**config.mk**
```make
export PLATFORM = sky130hd
export DESIGN_NAME = ring_lfsr_rng
export DESIGN_NICKNAME = d
export VERILOG_FILES = /design/src/rtl/rng_pkg.sv /design/src/rtl/ring_edge_sense.sv /design/src/rtl/ring_lfsr_rng.sv
export SDC_FILE = /design/constraint.sdc
export NUM_CORES = 1
export LEC_CHECK = 0
export ABC_AREA = 1
export BUFFER_PORTS_ARGS = -buffer_cell sky130_fd_sc_hd__buf_4
export CORE_ASPECT_RATIO = 2
export CORE_MARGIN = 10
export CORE_UTILIZATION = 51
export CTS_CLUSTER_DIAMETER = 80
export DETAILED_ROUTE_END_ITERATION = 16
export GPL_TIMING_DRIVEN = 0
export PLACE_DENSITY_LB_ADDON = 0.3
export SKIP_LAST_GASP = 1
export SYNTH_ARGS = -nofsm -noshare
export SYNTH_HDL_FRONTEND = slang
export SYNTH_SLANG_ARGS = --single-unit
```
**constraint.sdc**
```tcl
create_clock -name i_clk -period 1.5 [get_ports i_clk]
set_input_delay 0 -clock i_clk [delete_from_list [all_inputs] [get_ports i_clk]]
set_output_delay 0 -clock i_clk [all_outputs]
set_load 0.02 [all_outputs]
```
**src/rtl/rng_pkg.sv**
```systemverilog
/*
 Constants for the ring oscillator random number generator: register
 addresses, control bit positions, reset values and shift register taps.
 Assumes a byte-wide core bus with a 22-bit address.
*/
package rng_pkg;
	localparam int ADDR_W = 22;
	localparam int DATA_W = 8;
	localparam int WORD_W = 16;
	localparam logic [ADDR_W-1:0] ADDR_CONTROL = 22'h3f0108;
	localparam logic [ADDR_W-1:0] ADDR_BYTE_SHIFT = 22'h3f0109;
	localparam logic [ADDR_W-1:0] ADDR_WORD_HIGH = 22'h3f010a;
	localparam logic [ADDR_W-1:0] ADDR_WORD_LOW = 22'h3f010b;
	localparam int CTL_FAST_OFF = 6;
	localparam int CTL_SLOW_OFF = 5;
	localparam int CTL_FALL_SEEN = 4;
	localparam int CTL_RISE_SEEN = 3;
	localparam int CTL_POLY_ON = 2;
	localparam int CTL_RING_SLOW = 1;
	localparam int CTL_RING_CLOCK = 0;
	// Bits software may write directly; the two seen flags are write-zero-to-clear
	localparam logic [DATA_W-1:0] CTL_WRITE_MASK = 8'h67;
	localparam logic [DATA_W-1:0] CONTROL_RESET = 8'h00;
	localparam logic [DATA_W-1:0] BYTE_SHIFT_RESET = 8'h01;
	localparam logic [WORD_W-1:0] WORD_SHIFT_RESET = 16'h0001;
	// Taps for x^8 + x^6 + x^5 + x^4 + 1, a maximal-length polynomial
	localparam logic [DATA_W-1:0] BYTE_TAPS = 8'hb8;
	// Control bit 7 is unused and always reads zero
	localparam logic [DATA_W-1:0] CTL_READ_MASK = 8'h7f;
	// Word step: bit 15 takes the feedback, three bits take toggles
	localparam int WORD_FEED_BIT = 15;
	localparam int WORD_TAP_A = 2;
	localparam int WORD_TAP_B = 3;
	localparam int WORD_TOG_HI = 13;
	localparam int WORD_TOG_MID = 12;
	localparam int WORD_TOG_LO = 6;
	// Byte register bits that act as polynomial coefficients
	localparam int COEF_A = 0;
	localparam int COEF_B = 1;
	localparam int COEF_HI = 4;
	localparam int COEF_MID = 5;
	localparam int COEF_LO = 7;
endpackage

```
**src/rtl/ring_edge_sense.sv**
```systemverilog
/*
 Selects one of two free-running ring oscillator outputs and brings it into
 the core clock domain, reporting its rising and falling edges as pulses.
 Assumes the raw oscillator inputs are fully asynchronous to i_clk.
*/
`timescale 1ns/10ps
module ring_edge_sense (
	input wire logic i_clk,
	input wire logic i_rst_b,
	input wire logic i_fast_raw,
	input wire logic i_slow_raw,
	input wire logic i_sel_slow,
	output logic o_rise,
	output logic o_fall
);
	localparam int RING_COUNT = 2;
	logic [RING_COUNT-1:0] ring_raw;
	logic [RING_COUNT-1:0] sync_meta;
	logic [RING_COUNT-1:0] sync_level;
	logic ring_out;
	logic ring_prev;

	assign ring_raw = {i_slow_raw, i_fast_raw};

	// two-flop synchroniser per oscillator
	// Both rings are synchronised before the select, so no gate sees a raw pin
	always_ff @(posedge i_clk or negedge i_rst_b) begin
		if (!i_rst_b) begin
			sync_meta <= '0;
			sync_level <= '0;
			ring_prev <= 1'b0;
		end else begin
			sync_meta <= ring_raw;
			sync_level <= sync_meta;
			ring_prev <= ring_out;
		end
	end

	// oscillator output select
	// Changing the select can fake one edge when the two levels differ
	assign ring_out = i_sel_slow ? sync_level[1] : sync_level[0];

	// Edges faster than half the core clock alias; good enough for entropy
	assign o_rise = ring_out & ~ring_prev;
	assign o_fall = ~ring_out & ring_prev;
endmodule // ring_edge_sense

```
**src/rtl/ring_lfsr_rng.sv**
```systemverilog
/*
 Random number generator: control register, ring-oscillator driven 8-bit
 shift register and a 16-bit shift register stepped by core reads of its low byte.
 Assumes the ring oscillators are hard macros outside, with a stop input each,
 and a core bus with one-cycle read and write strobes.
*/
`timescale 1ns/10ps
module ring_lfsr_rng (
	input wire logic i_clk,
	input wire logic i_rst_b,
	input wire logic [rng_pkg::ADDR_W-1:0] i_addr,
	input wire logic i_wr,
	input wire logic i_rd,
	input wire logic [rng_pkg::DATA_W-1:0] i_wdata,
	input wire logic i_fast_ring,
	input wire logic i_slow_ring,
	output logic [rng_pkg::DATA_W-1:0] o_rdata,
	output logic o_fast_ring_stop,
	output logic o_slow_ring_stop
);
	logic rst_meta;
	logic rst_b;
	logic [rng_pkg::DATA_W-1:0] rng_control;
	logic [rng_pkg::DATA_W-1:0] byte_feedback_shift;
	logic [rng_pkg::WORD_W-1:0] word_feedback_shift;
	logic [rng_pkg::WORD_W-1:0] next_word;
	logic [rng_pkg::DATA_W-1:0] poly_coeff_term;
	logic [rng_pkg::DATA_W-1:0] next_byte;
	logic [rng_pkg::DATA_W-1:0] read_mux;
	logic ring_rise;
	logic ring_fall;
	logic ring_clocked;
	logic sel_control;
	logic sel_byte;
	logic sel_high;
	logic sel_low;
	logic wr_control;
	logic wr_byte;
	logic wr_high;
	logic wr_low;
	logic rd_byte;
	logic rd_low;
	logic [rng_pkg::DATA_W-1:0] next_control;

	// Reset is taken at once but let go only on a clock edge
	always_ff @(posedge i_clk or negedge i_rst_b) begin
		if (!i_rst_b) begin
			rst_meta <= 1'b0;
			rst_b <= 1'b0;
		end else begin
			rst_meta <= 1'b1;
			rst_b <= rst_meta;
		end
	end

	assign sel_control = (i_addr == rng_pkg::ADDR_CONTROL);
	assign sel_byte = (i_addr == rng_pkg::ADDR_BYTE_SHIFT);
	assign sel_high = (i_addr == rng_pkg::ADDR_WORD_HIGH);
	assign sel_low = (i_addr == rng_pkg::ADDR_WORD_LOW);

	// Access strobes per register; unmapped addresses decode to none
	assign wr_control = i_wr & sel_control;
	assign wr_byte = i_wr & sel_byte;
	assign wr_high = i_wr & sel_high;
	assign wr_low = i_wr & sel_low;
	assign rd_byte = i_rd & sel_byte;
	assign rd_low = i_rd & sel_low;

	assign ring_clocked = rng_control[rng_pkg::CTL_RING_CLOCK];

	ring_edge_sense u_edge (
		.i_clk(i_clk),
		.i_rst_b(rst_b),
		.i_fast_raw(i_fast_ring),
		.i_slow_raw(i_slow_ring),
		.i_sel_slow(rng_control[rng_pkg::CTL_RING_SLOW]),
		.o_rise(ring_rise),
		.o_fall(ring_fall)
	);

	// A flag written as one keeps, as zero clears
	always_comb begin
		next_control = rng_control;
		if (wr_control) begin
			next_control = (i_wdata & rng_pkg::CTL_WRITE_MASK)
				| (rng_control & i_wdata & ~rng_pkg::CTL_WRITE_MASK);
		end
		if (ring_clocked && ring_fall) begin
			next_control[rng_pkg::CTL_FALL_SEEN] = 1'b1;
		end
		if (ring_clocked && ring_rise) begin
			next_control[rng_pkg::CTL_RISE_SEEN] = 1'b1;
		end
	end

	always_ff @(posedge i_clk or negedge rst_b) begin
		if (!rst_b) begin
			rng_control <= rng_pkg::CONTROL_RESET;
		end else begin
			rng_control <= next_control;
		end
	end

	always_ff @(posedge i_clk or negedge rst_b) begin
		if (!rst_b) begin
			o_fast_ring_stop <= 1'b0;
		end else begin
			o_fast_ring_stop <= rng_control[rng_pkg::CTL_FAST_OFF];
		end
	end

	always_ff @(posedge i_clk or negedge rst_b) begin
		if (!rst_b) begin
			o_slow_ring_stop <= 1'b0;
		end else begin
			o_slow_ring_stop <= rng_control[rng_pkg::CTL_SLOW_OFF];
		end
	end

	assign next_byte = {byte_feedback_shift[rng_pkg::DATA_W-2:0],
		^(byte_feedback_shift & rng_pkg::BYTE_TAPS)};

	always_ff @(posedge i_clk or negedge rst_b) begin
		if (!rst_b) begin
			byte_feedback_shift <= rng_pkg::BYTE_SHIFT_RESET;
		end else if (ring_clocked) begin
			if (ring_rise) begin
				byte_feedback_shift <= next_byte;
			end
		end else if (wr_byte) begin
			byte_feedback_shift <= i_wdata;
		end else if (rd_byte) begin
			byte_feedback_shift <= next_byte;
		end
	end

	assign poly_coeff_term = byte_feedback_shift & {rng_pkg::DATA_W{rng_control[rng_pkg::CTL_POLY_ON]}};

	// polynomial toggles
	// Only four bits differ from a rotate; masked toggles leave a plain rotate
	always_comb begin
		next_word = {word_feedback_shift[0], word_feedback_shift[rng_pkg::WORD_W-1:1]};
		next_word[rng_pkg::WORD_FEED_BIT] =
			(poly_coeff_term[rng_pkg::COEF_A] & word_feedback_shift[rng_pkg::WORD_TAP_A])
			^ (poly_coeff_term[rng_pkg::COEF_B] & word_feedback_shift[rng_pkg::WORD_TAP_B])
			^ word_feedback_shift[0];
		next_word[rng_pkg::WORD_TOG_HI] = poly_coeff_term[rng_pkg::COEF_HI]
			^ word_feedback_shift[rng_pkg::WORD_TOG_HI+1];
		next_word[rng_pkg::WORD_TOG_MID] = poly_coeff_term[rng_pkg::COEF_MID]
			^ word_feedback_shift[rng_pkg::WORD_TOG_MID+1];
		next_word[rng_pkg::WORD_TOG_LO] = poly_coeff_term[rng_pkg::COEF_LO]
			^ word_feedback_shift[rng_pkg::WORD_TOG_LO+1];
	end

	always_ff @(posedge i_clk or negedge rst_b) begin
		if (!rst_b) begin
			word_feedback_shift <= rng_pkg::WORD_SHIFT_RESET;
		end else if (wr_high) begin
			word_feedback_shift[rng_pkg::WORD_W-1:rng_pkg::DATA_W] <= i_wdata;
		end else if (wr_low) begin
			// A write beats the step of a read in the same cycle
			word_feedback_shift[rng_pkg::DATA_W-1:0] <= i_wdata;
		end else if (rd_low) begin
			word_feedback_shift <= next_word;
		end
	end

	always_comb begin
		read_mux = 8'h00;
		if (sel_control) begin
			read_mux = rng_control & rng_pkg::CTL_READ_MASK;
		end else if (sel_byte) begin
			read_mux = byte_feedback_shift;
		end else if (sel_high) begin
			read_mux = word_feedback_shift[rng_pkg::WORD_W-1:rng_pkg::DATA_W];
		end else if (sel_low) begin
			read_mux = word_feedback_shift[rng_pkg::DATA_W-1:0];
		end
	end

	// Read data holds until the next read; value is taken before any step
	always_ff @(posedge i_clk or negedge rst_b) begin
		if (!rst_b) begin
			o_rdata <= 8'h00;
		end else if (i_rd) begin
			o_rdata <= read_mux;
		end
	end
endmodule // ring_lfsr_rng

```
# Word level (Yosys, flattened, before mapping)
# Index checks and enable logic that the tools add are counted.
totals:
  inputBits: 36
  reg_bits: 49
  output_inout_bits: 10
  word_cells: 68
classes:
  mux: 16
  n_reduce_logical: 11
  n_bitwise: 21
  n_eq_ne: 6
ops:
  columns: ["op", "n"]
  rows:
  - ["$eq 22x22->1 const B", 4]
  - ["$mux 8", 11]
  - ["$and 8x8->8", 2]
  - ["$mux 16", 1]
  - ["$and 1x1->1", 10]
  - ["$or 7x8->8", 1]
  - ["$reduce_bool 2->1", 4]
  - ["$reduce_xor 8->1", 1]
  - ["$reduce_and 2->1", 3]
  - ["$mux 5", 1]
  - ["$xor 1x1->1", 5]
  - ["$mux 1", 3]
  - ["$not 1->1", 3]
  - ["$reduce_bool 3->1", 1]
  - ["$logic_and 1x1->1", 2]
  - ["$ne 2x1->1 const B", 1]
  - ["$ne 2x2->1 const B", 1]

# Longest topological paths before layout
depth:
  word_depth: 7
  ltp_mapped: 13
  depth_no_buf: 13

# Cells and area by module
# From an unflattened synthesis, not the netlist that was laid out.
hier_totals:
  cells_unflattened: 429
  hier_area_um2: 3012.9
modules_own_cells:
  columns: ["module", "area_per_inst_um2", "seq_area_each_um2", "n_inst", "cells_per_inst"]
  rows:
  - ["ring_lfsr_rng", 2832.7, 1078.5, 1, 412]
  - ["ring_edge_sense", 180.2, 125.1, 1, 17]

# Worst setup path before layout
# OpenSTA, ideal clock, no wires.
synth_path:
  kind: "register -> register"
  startpoint: "register rng_control[0] in the netlist's numbering"
  endpoint: "register byte_feedback_shift[4] in the netlist's numbering"
  stages_incl_launch_ff: 8
  period_less_slack_ps: 1259
  required_time_ps: 1382
  setup_ps: 118
  path_buffers: 0
  arrival_time_ps: 1142
  setup_slack_ps: 241
  path_cell_list: "dfrtp_1 -> clkinv_1 -> nor2_1 -> nand2_1 -> nand2_2 -> inv_2 -> nand2_1 -> nand2_1"
synth_between:
  elab_chain_cells: 2
  word_cells_on_any_way: 4
  cone_classes: "eq/ne: 1; mux: 1; reduce/logical: 2"
synth_lines:
  columns: ["element", "line", "source"]
  rows:
  - ["from (decl)", "ring_lfsr_rng.sv:23", "logic [rng_pkg::DATA_W-1:0] rng_control;"]
  - ["from (signal assigned)", "ring_lfsr_rng.sv:98", "rng_control <= rng_pkg::CONTROL_RESET;"]
  - ["from (signal assigned)", "ring_lfsr_rng.sv:100", "rng_control <= next_control;"]
  - ["$ne 2x1->1 (no source line) or $reduce_bool 3->1 (tied branches)", null, null]
  - ["$reduce_and 2->1 (no source line)", null, null]
  - ["to (signal assigned)", "ring_lfsr_rng.sv:125", "byte_feedback_shift <= rng_pkg::BYTE_SHIFT_RESET;"]
  - ["to (signal assigned)", "ring_lfsr_rng.sv:128", "byte_feedback_shift <= next_byte;"]
  - ["to (signal assigned)", "ring_lfsr_rng.sv:131", "byte_feedback_shift <= i_wdata;"]
  - ["to (decl)", "ring_lfsr_rng.sv:24", "logic [rng_pkg::DATA_W-1:0] byte_feedback_shift;"]
# Several ways; a longest one is shown, not always the timed one.
# A chain may end at the register's enable or synchronous reset.

# Final worst setup path
layout_path:
  startpoint: "register byte_feedback_shift[0] in the netlist's numbering"
  endpoint: "register word_feedback_shift[15] in the netlist's numbering"
layout_between:
  elab_chain_cells: 7
layout_lines:
  columns: ["element", "line", "source"]
  rows:
  - ["$and 8x8->8", "ring_lfsr_rng.sv:137", "assign poly_coeff_term = byte_feedback_shift & {rng_pkg::DATA_W{rng_control[rng_pkg::CTL_POLY_ON]}};"]
  - ["$and 1x1->1", "ring_lfsr_rng.sv:144", "(poly_coeff_term[rng_pkg::COEF_A] & word_feedback_shift[rng_pkg::WORD_TAP_A])"]
  - ["$xor 1x1->1", "ring_lfsr_rng.sv:145", "^ (poly_coeff_term[rng_pkg::COEF_B] & word_feedback_shift[rng_pkg::WORD_TAP_B])"]
  - ["$xor 1x1->1", "ring_lfsr_rng.sv:146", "^ word_feedback_shift[0];"]
  - ["$mux 16", "ring_lfsr_rng.sv:163", "end else if (rd_low) begin"]
  - ["$mux 8", "ring_lfsr_rng.sv:160", "end else if (wr_low) begin"]
  - ["$mux 8", "ring_lfsr_rng.sv:158", "end else if (wr_high) begin"]
  - ["to (signal, indexed assignment)", "ring_lfsr_rng.sv:159", "word_feedback_shift[rng_pkg::WORD_W-1:rng_pkg::DATA_W] <= i_wdata;"]
  - ["to (signal, indexed assignment)", "ring_lfsr_rng.sv:162", "word_feedback_shift[rng_pkg::DATA_W-1:0] <= i_wdata;"]
  - ["to (signal assigned)", "ring_lfsr_rng.sv:164", "word_feedback_shift <= next_word;"]
  - ["to (decl)", "ring_lfsr_rng.sv:25", "logic [rng_pkg::WORD_W-1:0] word_feedback_shift;"]
# Every way passes these cells. The select of a mux whose other input is x is not followed.

==> impl_results.md <==
* Leak at about 2.0 nW
* Worst Setup SP: byte_feedback_shift[0]
* Clock sink total at 48
* Power density over the cells at ~830 mW/mm2
* Post-CTS Setup Repair Bufs at 0
* Hold Path Depth at 3
* Clock Latency Late Sink at 0.29 ns
* DP HPWL at 6.45 mm
* Clock period minus worst slack at about 1.3 ns
* R2R setup slack at about 0.15 ns
* Mapped Cells at between 300 and 400
* Wire per inst at ~16 um
* RR Startpoint: byte_feedback_shift[0]
* Fraction of layout cells with a size suffix above 1 at between 20% and 30%
* Via count at roughly 2800
* Layout fillers at 528
* Final WS setup at roughly 0.15 ns
* Fmax at approximately 740 MHz
* Setup-failing EPs final at 0
* Setup CP Type: flip-flop to flip-flop
* CTS Buffer Depth at 2
* Worst EP required at around 1.7 ns
* Outcome: finished, final reports clean
* First-pass GRT wire length at about 13 mm
* Total CTS buffers at 5
* Reg clk slew, reported paths at around 0.060 ns
* Top cell type by total area after synthesis: dfrtp_1
* Largest cells by area after synthesis: dfrtp_1, nand2_1, nand3_1, inv_1, nand4_1
* #FFs+latches synth at 48
* Comb pwr share at under 10%
* Clock root buffer: clkbuf_16
* Gr ovfl total at 0
* Average cell area after synthesis at 7.40 um2
* Worst setup EP type: flip-flop
* Max cap viols at 0
* Switching pwr at slightly above 0.0006 W
* Sequential fraction of the synthesis area at roughly two fifths
* Initial detailed-routing violation count at 157
* CORE AREA at roughly 0.0057 mm2
* Vias per std cell at 5.34
* Clock power share at 47.9%
* CTS tree: built
* Total Wirelength at ~8.2 mm
* CP Launch Type: flip-flop
* Peak supply drop at between 800 and 900 uV
* Final max-slew violation count at 0
* DR DRC count at 0
* # port buffers at 44
* Die area at between 0.009 and 0.01 mm2
* Row count at 39
* Critical Path End: word_feedback_shift[15]
* Drt first pass iters at 4
* Design Power at 0.00299 W
* Syn nets at about 430
* Number of top-level pins at 46
* H-tree depth at 2
* Most frequent cells in the layout: nand2_1, nand3_1, dfrtp_1
* Hold Vio Cnt, Final at 0
* Int Pwr at ~0.0024 W
* Synth warnings at 0
* Largest fanout on the critical path at 5
* Gpl congestion at slightly above 0.9
* Final ANT Viol Nets at 0
* Final period util at 89.9%
* CP arrival at between 1.5 and 2 ns
* Diode count at 0
* Hold Worst Slack at between 0.004 and 0.005 ns
* Worst hold-check path type: input port to flip-flop
* Switching share of power at between 20% and 30%
* Initial Util at around 52%
* Post-Route Skew at ~0.0083 ns
* Initial antenna violation count at 0
* Synth unique cells at 35
* R2R depth at 8
* All-layer global routing usage at between 10% and 20%
* Worst r2r dst: word_feedback_shift[15]
* Top-area cell type share of the netlist area at slightly below 40%
* Die height at approximately 130 um
* Number of global-route vias before repair at roughly 2800
* NumNets Final at a little under 500
* Largest net degree at the start of global routing at 34
* Synthesized area at ~0.0029 mm2
* RSZ-0062 raised after global routing: no
* Commonest non-fill, non-tap cell in the layout: nand2_1
* Post-place setup slack at -0.0983 ns
* Die W at around 74 um
* Layout area overhead at 23.4%
* Reg power frac at 44.2%
metal layers:
layer | track usage (%) | part of all wire (%) | routed length, um | vias up
met5 | 0 | 0 | 0 | -
met4 | 10.6 | 6.3 | 512 | 0
met3 | 3.80 | 5.3 | 436 | 27
met2 | 31.0 | 50 | 4120 | 74
met1 | 19.1 | 38 | 3090 | 1282
li1 | - | - | - | 1373
stage by stage:
stage / util, % / cells / area, um2 / setup TNS, ns
3_5_place_dp: 59.3 / 502 / 3360 / -0.628
3_3_place_gp: 58.9 / 501 / 3340 / -18.80
4_1_cts: 63.9 / 517 / 3620 / 0
5_1_grt: 63.9 / 516 / 3610 / 0
2_1_floorplan: - / 396 / 2930 / 0
6_report: 63.9 / 516 / 3610 / 0
cell usage after synthesis (all sizes together):
cell type / number
xor2: 3
conb: 1
buf: 3
dfrtp: 46
nor2: 42
dfstp: 2
nand3: 49
nand2: 145
nand4: 22
o211ai: 2
a21oi: 6
nor3: 4
o21ai: 5
clkinv: 1
or2: 3
xnor2: 4
o22ai: 1
clkbuf: 3
nand3b: 1
inv: 53
worst max-delay path, stage by stage (launching register included):
cell and delay, ns:
dfstp_2 0.60, nand3_1 0.09, nand2_1 0.08, nand2_1 0.06
xor2_1 0.14, inv_1 0.09, nand2_1 0.06, nand3_1 0.08
nand2_1 0.05
cell families after synthesis:
group           after synthesis  share of synthesized area [%]
buf+inv                      60                           8.37
simple gates                266                           45.7
other cells                   1                          0.128
flops                        48                           41.1
xor+xnor                      7                           2.09
compound gates               14                           2.61
how the worst min path moves through the flow:
stage | from | end | slack [ns]
finish | i_wdata[3] | word_feedback_shift[11] | 0.004
global route | i_wdata[3] | word_feedback_shift[11] | 0.02
CTS | i_wdata[3] | word_feedback_shift[11] | 0.007
detailed placement | i_rst_b | rst_meta | -0.21
global placement | i_rst_b | rst_b | -0.22
floorplan | i_rst_b | rst_b | -0.30
what timing repair did:
action	4_1_cts	5_1_grt
hold buffers	7	0
endpoints found under the hold margin	8	0
resized for setup	1	1
setup endpoints to repair	8	8
flip-flops by register name (all words and copies together) (netlist names), 2 cells and up:
register / count
o_rdata: 8
u_edge.sync_level: 2
u_edge.sync_meta: 2
rng_control: 7
byte_feedback_shift: 8
word_feedback_shift: 16
final cells by class:
| class | instances | area, um2 | share of cell area [%] |
|---|---|---|---|
| Buffer | 5 | 36.3 | 1.00 |
| Multi-Input combinational cell | 288 | 1480 | 40.9 |
| Timing Repair Buffer | 52 | 420 | 11.6 |
| Inverter | 54 | 208 | 5.75 |
| Sequential cell | 48 | 1200 | 33.3 |
| Clock inverter | 2 | 60.1 | 1.66 |
| Clock buffer | 6 | 129 | 3.57 |
| Tap cell | 61 | 76.3 | 2.11 |
power groups by stage:
stage	Combinational (W)	Clock, W	Sequential (W)
2_1_floorplan	0.0000819	0	0.00136
3_3_place_gp	0.000197	0	0.00136
3_5_place_dp	0.000223	0	0.00135
4_1_cts	0.000239	0.00145	0.00132
5_1_grt	0.000260	0.00150	0.00132
6_report	0.000237	0.00143	0.00132
No activity file was read; power rests on OpenSTA's default activity.
